[src/include/fsg_pkg.sv]
/*
 * Constants, register map and pin bundle of the flash status host.
 * Assumes a 40 MHz hclk; all pin timing is derived from it here.
 */
`default_nettype none
package fsg_pkg;
    localparam int FL_AW = 19;
    localparam int CLK_NS = 25;
    localparam int T_WP_NS = 45;
    localparam int T_WPH_NS = 25;
    localparam int T_ACC_NS = 90;
    localparam int T_OEH_NS = 10;
    localparam int SYNC_LAT = 4;
    localparam int WP_CYC = (T_WP_NS + CLK_NS - 1) / CLK_NS;
    localparam int WPH_CYC = (T_WPH_NS + CLK_NS - 1) / CLK_NS;
    localparam int RD_CYC = (T_ACC_NS + CLK_NS - 1) / CLK_NS + SYNC_LAT;
    localparam int OEH_CYC = (T_OEH_NS + CLK_NS - 1) / CLK_NS;

    localparam logic [7:0] REG_CTRL = 8'h00;
    localparam logic [7:0] REG_ADDR = 8'h04;
    localparam logic [7:0] REG_WDATA = 8'h08;
    localparam logic [7:0] REG_RDATA = 8'h0c;
    localparam logic [7:0] REG_STATUS = 8'h10;
    localparam logic [7:0] REG_CFG = 8'h14;

    localparam int CTRL_CMD = 3;
    localparam logic [2:0] OP_NONE = 3'h0;
    localparam logic [2:0] OP_WRITE = 3'h1;
    localparam logic [2:0] OP_READ = 3'h2;
    localparam logic [2:0] OP_POLL = 3'h3;
    localparam logic [2:0] OP_SECT = 3'h4;
    localparam logic [2:0] OP_ABORT = 3'h5;

    localparam int CFG_WORD = 0;
    localparam int CFG_TSEL = 1;
    localparam int CFG_RUN = 2;
    localparam logic [2:0] CFG_RESET = 3'h5;

    localparam int ST_BUSY = 0;
    localparam int ST_RYBY = 1;
    localparam int ST_DONE = 2;
    localparam int ST_FAIL = 3;
    localparam int ST_NACC = 4;
    localparam int ST_W = 5;

    localparam int DQ_B2 = 2;
    localparam int DQ_B3 = 3;
    localparam int DQ_B5 = 5;
    localparam int DQ_B6 = 6;
    localparam int DQ_TOP = 15;
    localparam logic [15:0] RESET_CMD = 16'h00f0;

    typedef struct packed {
        logic ce_n;
        logic oe_n;
        logic we_n;
        logic rst_n;
        logic width_sel;
        logic [FL_AW-1:0] addr;
        logic [15:0] dq_o;
        logic [15:0] dq_oe_n;
    } fsg_pins_s;
endpackage
`default_nettype wire

[src/verilog/fsg_flash_host.sv]
/*
 * Host-side controller for an asynchronous parallel flash: single writes,
 * reads, toggle-bit polling and extra sector erase commands, steered by
 * software over an AHB-Lite slave. Assumes one slave on the bus, a pulled-up
 * ready/busy line and that the board resolves the data pins from dq_oe_n.
 */
// The AHB-Lite interface to the registers and the register offsets were left to the implementer.
`default_nettype none
module fsg_flash_host (
    input wire logic hclk,
    input wire logic hresetn,
    input wire logic en,
    input wire logic hsel,
    input wire logic [31:0] haddr,
    input wire logic [1:0] htrans,
    input wire logic hwrite,
    input wire logic [2:0] hsize,
    input wire logic [31:0] hwdata,
    input wire logic hready,
    output logic hreadyout,
    output logic hresp,
    output logic [31:0] hrdata,
    output fsg_pkg::fsg_pins_s fl_pins,
    input wire logic [15:0] dq_in,
    input wire logic ready_busy_output
);
    import fsg_pkg::*;

    typedef enum logic [2:0] {
        S_IDLE, S_WLOW, S_WHIGH, S_RLOW, S_RHIGH, S_NEXT
    } fsg_state_e;

    fsg_state_e state_q, state_d;
    logic [3:0] cnt_q, cnt_d;
    logic [2:0] step_q, step_d;
    logic [2:0] op_q, op_d;
    logic cmd_q, cmd_d;
    logic prev_q, prev_d;
    logic [15:0] wout_q, wout_d;
    logic [15:0] rdata_q, rdata_d;
    logic done_q, done_d;
    logic fail_q, fail_d;
    logic nacc_q, nacc_d;
    logic [FL_AW:0] addr_q, addr_d;
    logic [15:0] wdata_q, wdata_d;
    logic [2:0] cfg_q, cfg_d;
    logic wr_ph_q, wr_ph_d;
    logic [7:0] ad_ph_q, ad_ph_d;
    logic [31:0] hrdata_q, hrdata_d;
    fsg_pins_s pins_q, pins_d;
    logic [16:0] s1_q, s2_q, s3_q, filt_q, filt_d;

    logic go, go_wr, go_rd, finish, tb_now;
    logic [2:0] go_op;
    logic [ST_W:0] stat;

    assign hreadyout = 1'b1 & hresetn | 1'b1;
    assign hresp = 1'b0;
    assign hrdata = hrdata_q;
    assign fl_pins = pins_q;

    always_comb begin
        // A bit counts only once the second and third stages agree
        filt_d = (~(s2_q ^ s3_q) & s2_q) | ((s2_q ^ s3_q) & filt_q);

        stat = '0;
        stat[ST_BUSY] = (state_q != S_IDLE);
        stat[ST_RYBY] = filt_q[16];
        stat[ST_DONE] = done_q;
        stat[ST_FAIL] = fail_q;
        stat[ST_NACC] = nacc_q;
        stat[ST_W] = rdata_q[DQ_B5];

        wr_ph_d = wr_ph_q;
        ad_ph_d = ad_ph_q;
        hrdata_d = hrdata_q;
        if (hready) begin
            wr_ph_d = hsel & htrans[1] & hwrite;
            ad_ph_d = haddr[7:0];
            if (hsel && htrans[1] && !hwrite) begin
                case (haddr[7:0])
                    REG_CTRL: hrdata_d = 32'(op_q);
                    REG_ADDR: hrdata_d = 32'(addr_q);
                    REG_WDATA: hrdata_d = 32'(wdata_q);
                    REG_RDATA: hrdata_d = 32'(rdata_q);
                    REG_STATUS: hrdata_d = 32'(stat);
                    REG_CFG: hrdata_d = 32'(cfg_q);
                    default: hrdata_d = '0;
                endcase
            end
        end

        addr_d = addr_q;
        wdata_d = wdata_q;
        cfg_d = cfg_q;
        go = 1'b0;
        go_op = OP_NONE;
        if (wr_ph_q) begin
            case (ad_ph_q)
                REG_CTRL: begin
                    go = 1'b1;
                    go_op = hwdata[2:0];
                end
                REG_ADDR: addr_d = hwdata[FL_AW:0];
                REG_WDATA: wdata_d = hwdata[15:0];
                REG_CFG: cfg_d = hwdata[2:0];
                default: ;
            endcase
        end

        state_d = state_q;
        cnt_d = cnt_q;
        step_d = step_q;
        op_d = op_q;
        cmd_d = cmd_q;
        prev_d = prev_q;
        wout_d = wout_q;
        rdata_d = rdata_q;
        done_d = done_q;
        fail_d = fail_q;
        nacc_d = nacc_q;
        go_wr = 1'b0;
        go_rd = 1'b0;
        finish = 1'b0;
        tb_now = cfg_q[CFG_TSEL] ? rdata_q[DQ_B2] : rdata_q[DQ_B6];

        case (state_q)
            S_IDLE: begin
                // Every start runs the whole sequence from step zero
                if (go && go_op != OP_NONE && go_op != OP_ABORT) begin
                    op_d = go_op;
                    cmd_d = hwdata[CTRL_CMD];
                    step_d = '0;
                    done_d = 1'b0;
                    fail_d = 1'b0;
                    nacc_d = 1'b0;
                    wout_d = wdata_q;
                    go_wr = (go_op == OP_WRITE);
                    go_rd = (go_op != OP_WRITE);
                end
            end
            S_WLOW: begin
                if (cnt_q == '0) begin
                    state_d = S_WHIGH;
                    cnt_d = 4'(WPH_CYC - 1);
                end else begin
                    cnt_d = cnt_q - 4'h1;
                end
            end
            S_RLOW: begin
                if (cnt_q == '0) begin
                    rdata_d = filt_q[15:0];
                    state_d = S_RHIGH;
                    cnt_d = 4'(OEH_CYC - 1);
                end else begin
                    cnt_d = cnt_q - 4'h1;
                end
            end
            S_WHIGH, S_RHIGH: begin
                if (cnt_q == '0) begin
                    state_d = S_NEXT;
                end else begin
                    cnt_d = cnt_q - 4'h1;
                end
            end
            S_NEXT: begin
                case (op_q)
                    OP_POLL: begin
                        case (step_q)
                            3'h0, 3'h2: begin
                                prev_d = tb_now;
                                go_rd = 1'b1;
                                step_d = step_q + 3'h1;
                            end
                            3'h1: begin
                                if (tb_now == prev_q) begin
                                    finish = 1'b1;
                                end else if (rdata_q[DQ_B5]) begin
                                    go_rd = 1'b1;
                                    step_d = 3'h2;
                                end else begin
                                    prev_d = tb_now;
                                    go_rd = 1'b1;
                                end
                            end
                            3'h3: begin
                                if (tb_now == prev_q) begin
                                    finish = 1'b1;
                                end else begin
                                    // Failed operation: return device to read
                                    fail_d = 1'b1;
                                    cmd_d = 1'b1;
                                    wout_d = RESET_CMD;
                                    go_wr = 1'b1;
                                    step_d = 3'h4;
                                end
                            end
                            default: finish = 1'b1;
                        endcase
                    end
                    OP_SECT: begin
                        case (step_q)
                            3'h0: begin
                                // Window already closed: command would be lost
                                if (rdata_q[DQ_B3]) begin
                                    nacc_d = 1'b1;
                                    finish = 1'b1;
                                end else begin
                                    cmd_d = 1'b1;
                                    go_wr = 1'b1;
                                    step_d = 3'h1;
                                end
                            end
                            3'h1: begin
                                go_rd = 1'b1;
                                step_d = 3'h2;
                            end
                            default: begin
                                nacc_d = rdata_q[DQ_B3];
                                finish = 1'b1;
                            end
                        endcase
                    end
                    default: finish = 1'b1;
                endcase
            end
            default: state_d = S_IDLE;
        endcase

        if (go_wr) begin
            state_d = S_WLOW;
            cnt_d = 4'(WP_CYC - 1);
        end
        if (go_rd) begin
            state_d = S_RLOW;
            cnt_d = 4'(RD_CYC - 1);
        end
        if (finish) begin
            state_d = S_IDLE;
            done_d = 1'b1;
        end
        // Abort may cut a strobe short; the device still latches on its early rising edge
        if (go && go_op == OP_ABORT) begin
            state_d = S_IDLE;
        end

        pins_d.rst_n = cfg_q[CFG_RUN];
        pins_d.width_sel = cfg_q[CFG_WORD];
        pins_d.addr = cfg_q[CFG_WORD] ? addr_q[FL_AW-1:0] : addr_q[FL_AW:1];
        // Strobes follow state only: write never overlaps a read strobe
        pins_d.ce_n = !(state_d == S_WLOW || state_d == S_RLOW);
        pins_d.we_n = !(state_d == S_WLOW);
        pins_d.oe_n = !(state_d == S_RLOW);
        pins_d.dq_o = wout_d;
        pins_d.dq_oe_n = '1;
        if (!cfg_q[CFG_WORD]) begin
            pins_d.dq_o[15:8] = '0;
            pins_d.dq_o[DQ_TOP] = addr_q[0];
            pins_d.dq_oe_n[DQ_TOP] = 1'b0;
        end
        if (state_d == S_WLOW || state_d == S_WHIGH) begin
            pins_d.dq_oe_n[7:0] = '0;
            if (cfg_q[CFG_WORD] && !cmd_d) begin
                pins_d.dq_oe_n[15:8] = '0;
            end else if (cfg_q[CFG_WORD]) begin
                pins_d.dq_oe_n[15:8] = '1;
            end
        end
    end

    always_ff @(posedge hclk or negedge hresetn) begin
        if (!hresetn) begin
            state_q <= S_IDLE;
            cnt_q <= '0;
            step_q <= '0;
            op_q <= OP_NONE;
            cmd_q <= 1'b0;
            prev_q <= 1'b0;
            wout_q <= '0;
            rdata_q <= '0;
            done_q <= 1'b0;
            fail_q <= 1'b0;
            nacc_q <= 1'b0;
            addr_q <= '0;
            wdata_q <= '0;
            cfg_q <= CFG_RESET;
            wr_ph_q <= 1'b0;
            ad_ph_q <= '0;
            hrdata_q <= '0;
            pins_q <= '{ce_n: 1'b1, oe_n: 1'b1, we_n: 1'b1, rst_n: 1'b0,
                        width_sel: 1'b1, addr: '0, dq_o: '0, dq_oe_n: '1};
            s1_q <= '0;
            s2_q <= '0;
            s3_q <= '0;
            filt_q <= '0;
        end else if (en) begin
            state_q <= state_d;
            cnt_q <= cnt_d;
            step_q <= step_d;
            op_q <= op_d;
            cmd_q <= cmd_d;
            prev_q <= prev_d;
            wout_q <= wout_d;
            rdata_q <= rdata_d;
            done_q <= done_d;
            fail_q <= fail_d;
            nacc_q <= nacc_d;
            addr_q <= addr_d;
            wdata_q <= wdata_d;
            cfg_q <= cfg_d;
            wr_ph_q <= wr_ph_d;
            ad_ph_q <= ad_ph_d;
            hrdata_q <= hrdata_d;
            pins_q <= pins_d;
            s1_q <= {ready_busy_output, dq_in};
            s2_q <= s1_q;
            s3_q <= s2_q;
            filt_q <= filt_d;
        end
    end
endmodule
`default_nettype wire

[config.mk]
export PLATFORM = sky130hd
export DESIGN_NAME = fsg_flash_host
export DESIGN_NICKNAME = d
export VERILOG_FILES = /design/src/include/fsg_pkg.sv /design/src/verilog/fsg_flash_host.sv
export SDC_FILE = /design/constraint.sdc
export NUM_CORES = 1
export LEC_CHECK = 0
export ABC_AREA = 1
export BUFFER_PORTS_ARGS = -buffer_cell sky130_fd_sc_hd__clkbuf_2
export CAP_MARGIN = 20
export CORE_MARGIN = 2
export CORE_UTILIZATION = 43
export CTS_BUF_LIST = sky130_fd_sc_hd__clkbuf_4
export CTS_CLUSTER_DIAMETER = 40
export DETAILED_ROUTE_END_ITERATION = 10
export GPL_TIMING_DRIVEN = 0
export PLACE_DENSITY_LB_ADDON = 0.12
export SLEW_MARGIN = 10
export SYNTH_ARGS = -nofsm -noshare
export SYNTH_HDL_FRONTEND = slang
export SYNTH_SLANG_ARGS = --single-unit
[constraint.sdc]
create_clock -name hclk -period 2.75 [get_ports hclk]
set_clock_uncertainty 0.2 [all_clocks]
set_input_delay 0.55 -clock hclk [delete_from_list [all_inputs] [get_ports hclk]]
set_output_delay 0.55 -clock hclk [all_outputs]
set_load 0.1 [all_outputs]
# == After elaboration in Yosys (flattened, before gate mapping) ==
# Cells that the tools add are included.
# word_totals
reg_bits,254
inputBits,92
out_inout_bits,90
# op_classes
n_addsub,2
eq_ne,43
muxes,78
n_bitwise,7
reduce_logical,43
# ops
op,n
20-bit one-hot mux with 6 select lines,1
16-bit two-way mux,5
3-bit two-way mux,14
17-bit bitwise AND,2
16-bit one-hot mux with 2 select lines,1
1-bit two-way mux,29
1-bit one-hot mux with 2 select lines,14
8-bit by 4-bit == test with 1-bit output (second input constant),3
8-bit by 5-bit == test with 1-bit output (second input constant),3
8-bit two-way mux,3
3-bit AND reduction,8
3-bit by 2-bit == test with 1-bit output (second input constant),7
4-bit inequality test (second input constant),5
19-bit two-way mux,1
3-bit one-hot mux with 2 select lines,3
6-bit AND reduction,3
17-bit inverter,1
17-bit bitwise OR,1
17-bit bitwise XOR,1
8-bit by 3-bit == test with 1-bit output (second input constant),2
8-bit zero test,2
4-bit two-way mux,4
3-bit by 1-bit == test with 1-bit output (second input constant),4
3-bit == test (second input constant),4
other kinds (25),52

# == Longest topological paths before layout ==
# depth
ltp_word,15
depth_mapped,15

# == Worst setup path before layout ==
# OpenSTA, ideal clock, no wires.
# synth_timing
path_kind,input port to flip-flop
startpoint,input port en
endpoint,"register pins_q, in the netlist fl_pins[52]"
setup_time_ns,0.067
arrival_ns,1.795
t_required_ns,2.483
setup_slack_ns,0.688
cell_stages,6
path_buffers,3
cell_sequence,inv_1 > buf_1 > clkbuf_1 > buf_1 > nand2_1 > nand2_1
# synth_rtl
element,line_no,source
start: declaration,fsg_flash_host.sv:12,"input wire logic en,"
end signal: assignment,fsg_flash_host.sv:290,"pins_q <= '{ce_n: 1'b1, oe_n: 1'b1, we_n: 1'b1, rst_n: 1'b0,"
end signal: assignment,fsg_flash_host.sv:314,pins_q <= pins_d;
end: declaration,fsg_flash_host.sv:50,"fsg_pins_s pins_q, pins_d;"

==> results by group <==
Worst setup path
  – Critical Path RT: 2000 ps
  – Crit Reg-Reg Startpoint: state_q[1]$_DFFE_PN0P_
  – CP Data Arrival Time: 1870 ps
  – Worst setup EP type: primary output
  – CP startpoint: fl_pins[7]$_DFFE_PN1P_
  – Nature of the critical path startpoint: flip-flop
  – Critical path class: reg -> out
  – Worst-path fanout max: 9

Clocking
  – Clk pin slew, worst setup/hold paths: 60 ps
  – CTS tree: built
  – Post CTS Setup Buffer Count: 0
  – Clk buf depth: 3
  – Root Buffer: clkbuf_4
  – Cts bufs inserted: 59
  – Clk sinks: 221
  – Worst-Skew Late Latency: 720 ps
  – H-tree depth: 2

Yosys
  – Synth Area in Simple Gates: 0.2046
  – YS warnings: 0
  – Xor/xnor share of the synthesized area: 0.001738
  – Largest family of logic cells by synthesized area: simple AND/OR/NAND/NOR gates
  – Post-synth cell types: 48
  – Compound-Gate Fraction of Synth Area: 0.1475
  – Syn avg cell area: 8.428 sq um
  – Syn Std Cell Area: 0.01008 sq mm
  – Sequential area share after synthesis: 0.5498
  – Primary FF master, synth: dfrtp_1
  – EDFF count, synth: 0
  – Post-synthesis mux area share: 0.003227
  – Post-synthesis adder-cell area fraction: 0.006207
  – Async SR Flop Fraction: 1.000
  – Post-Synthesis Cells: 1196
  – Seq cells post-synth: 221

Pwr
  – VDD IR max: 678.8 uV
  – Lkg Pwr: 6.322 nW
  – Comb power frac: 0.318
  – Net Sw Frac: 0.4043
  – Psw: 4.129 mW
  – Sequential power share: 0.393
  – Pwr Total: 10.21 mW
  – Clock power share: 0.290
  – Internal power: 6.084 mW
  – Power Density: 813.1 mW/mm^2

STA
  – Tmin final: 2623 ps
  – Setup Viol. Count Final: 0
  – Min Hold Slack: 174.7 ps
  – Max Freq: 0.3813 GHz
  – Final hold vios: 0
  – Relative slew slack: 0.4629
  – RSZ-0062 raised after global routing: false
  – Tcrit/Tclk final: 0.9538
  – Worst slew pin tran: 805.7 ps
  – Final Max Tran Viols: 0

Placement
  – Placer Congestion: 0.8988
  – Port Buffer Count: 127
  – Final HPWL DP: 20020 microns
  – Dpl cell area: 0.01122 sq mm

Detailed routing
  – First DRT Iteration DRCs: 644
  – DRC: 0
  – Vias/cell: 4.881
  – TritonRoute pass-1 iters: 5
  – Final WL: 27580 microns
  – DRT antenna net count: 0
  – Vias: 8884
  – Routed wire per std cell: 15.15 microns

Global routing
  – Initial antenna violation count: 1
  – Gr ovfl total: 0
  – Largest net degree at the start of global routing: 100
  – GRT Total Usage: 0.2306
  – Vias in the first global route: 8525
  – First-pass GRT wire length: 44460 microns

Final layout
  – Layout area overhead: 24.60%
  – Most frequent cells in the layout: nand2_1 (371), dfrtp_1 (212), o21ai_0 (172), clkbuf_2 (126), inv_1 (106)
  – Final Cell Area: 0.01256 sq mm
  – Final layout net count: 1549
  – Layout cells sized above 1: 0.1973
  – Most common cell after layout, fill and taps aside: nand2_1

Hold path
  – Worst Hold Class: in -> async

Die
  – Die ar.: 0.02468 sq mm
  – Die height: 157.1 microns
  – Io pins: 182
  – Core Footprint: 0.02326 sq mm
  – Die width: 157.1 microns
  – Row count: 56
  – Initial core utilization: 0.4333

Run
  – Max-Cap Viols: 0

Run status
  – Status: finished, final reports clean
## kinds of logic (layout without fill, tap and decap cells)
family                     after synthesis  count (layout)
and+or+nand+nor                        503             503
DFF                                    221             221
other                                    2              15
xor gates and xnor gates                 2               2
buffers and inverters                  195             487
adders and majority gates                5               5
muxes                                    3               3
AOI/OAI and AO/OA                      265             265
## power groups by stage
stage	Combinational, mW	Clock (mW)	Sequential, mW
finish	3.24	2.96	4.01
global route	3.54	3.21	4.06
CTS	3.22	3.04	4.01
detailed placement	3.15	0	4.07
global placement	3.10	0	4.06
floorplan	2.09	0	4.40
## what timing repair did
action                     4_1_cts  5_1_grt
hold buffers                    54        0
resized for setup                0        4
setup endpoints to repair        0       26
hold endpoints to repair       113        0
## routing by layer
layer / GRT usage / wire (microns) / vias to the layer above / share of wire
met4: 0.08528 / 665 / 0 / 0.024
met3: 0.04543 / 1843 / 58 / 0.067
met5: 0 / 0 / - / 0
met1: 0.3047 / 12030 / 4142 / 0.44
li1: - / - / 4408 / -
met2: 0.3787 / 13040 / 276 / 0.47
## stage by stage
step / setup TNS [ps] / cells / util / worst slack, ps
after floorplan: 0 / 1208 / - / 687.6
after global placement: -795250 / 1654 / 0.4797 / -3638
after detailed placement: -13090 / 1656 / 0.4825 / -368.2
after CTS: 0 / 1819 / 0.5390 / 52.98
after global routing: 0 / 1820 / 0.5399 / 4.379
final: 0 / 1820 / 0.5399 / 127.1
## layout make-up
type / instances / area (sq um)
timing repair buffer: 183 / 1240
inverter: 115 / 436.7
fill: 2249 / 10700
clock inverter: 21 / 115.1
antenna: 1 / 2.502
buffer: 80 / 432.9
multi-input combinational: 792 / 3731
tap: 319 / 399.1
clock buffer: 88 / 660.6
sequential: 221 / 5542
## critical path: stages (launching register included)
cell and delay, ps:
dfstp_2 610, buf_4 130, clkbuf_2 440
## worst paths after layout
check | to | slack (ps) | cells after the start
min reg2reg | fl_pins[54]$_DFFE_PN1P_ | 270 | 2
max reg2reg | step_q[2]$_DFFE_PN0P_ | 210 | 10
min in group hclk | ad_ph_q[7]$_DFFE_PN0P_ | 190 | 5
min | wdata_q[4]$_DFFE_PN0P_ | 170 | 2
max in group asynchronous | cfg_q[2]$_DFFE_PN1P_ | 980 | 4
max | fl_pins[6] | 130 | 2
## synthesized netlist by cell type, types with 3 or more instances
library cell / count / area, sq um
nand2_1: 371 / 1393
dfrtp_1: 212 / 5305
o21ai_0: 172 / 860.8
inv_1: 106 / 397.9
nor2_1: 68 / 255.2
clkbuf_1: 39 / 146.4
buf_4: 35 / 262.8
a21oi_1: 28 / 140.1
nand3_1: 26 / 130.1
o211ai_1: 25 / 187.7
o22ai_1: 21 / 131.4
nor3_1: 13 / 65.06
dfstp_2: 9 / 236.5
inv_2: 6 / 22.52
buf_1: 5 / 18.77
ha_1: 5 / 62.56
nand4_1: 5 / 31.28
a221oi_1: 4 / 35.03
o21ai_1: 4 / 20.02
nand3_2: 3 / 30.03
nor2_2: 3 / 18.77
(Power assumes the default switching activity.)
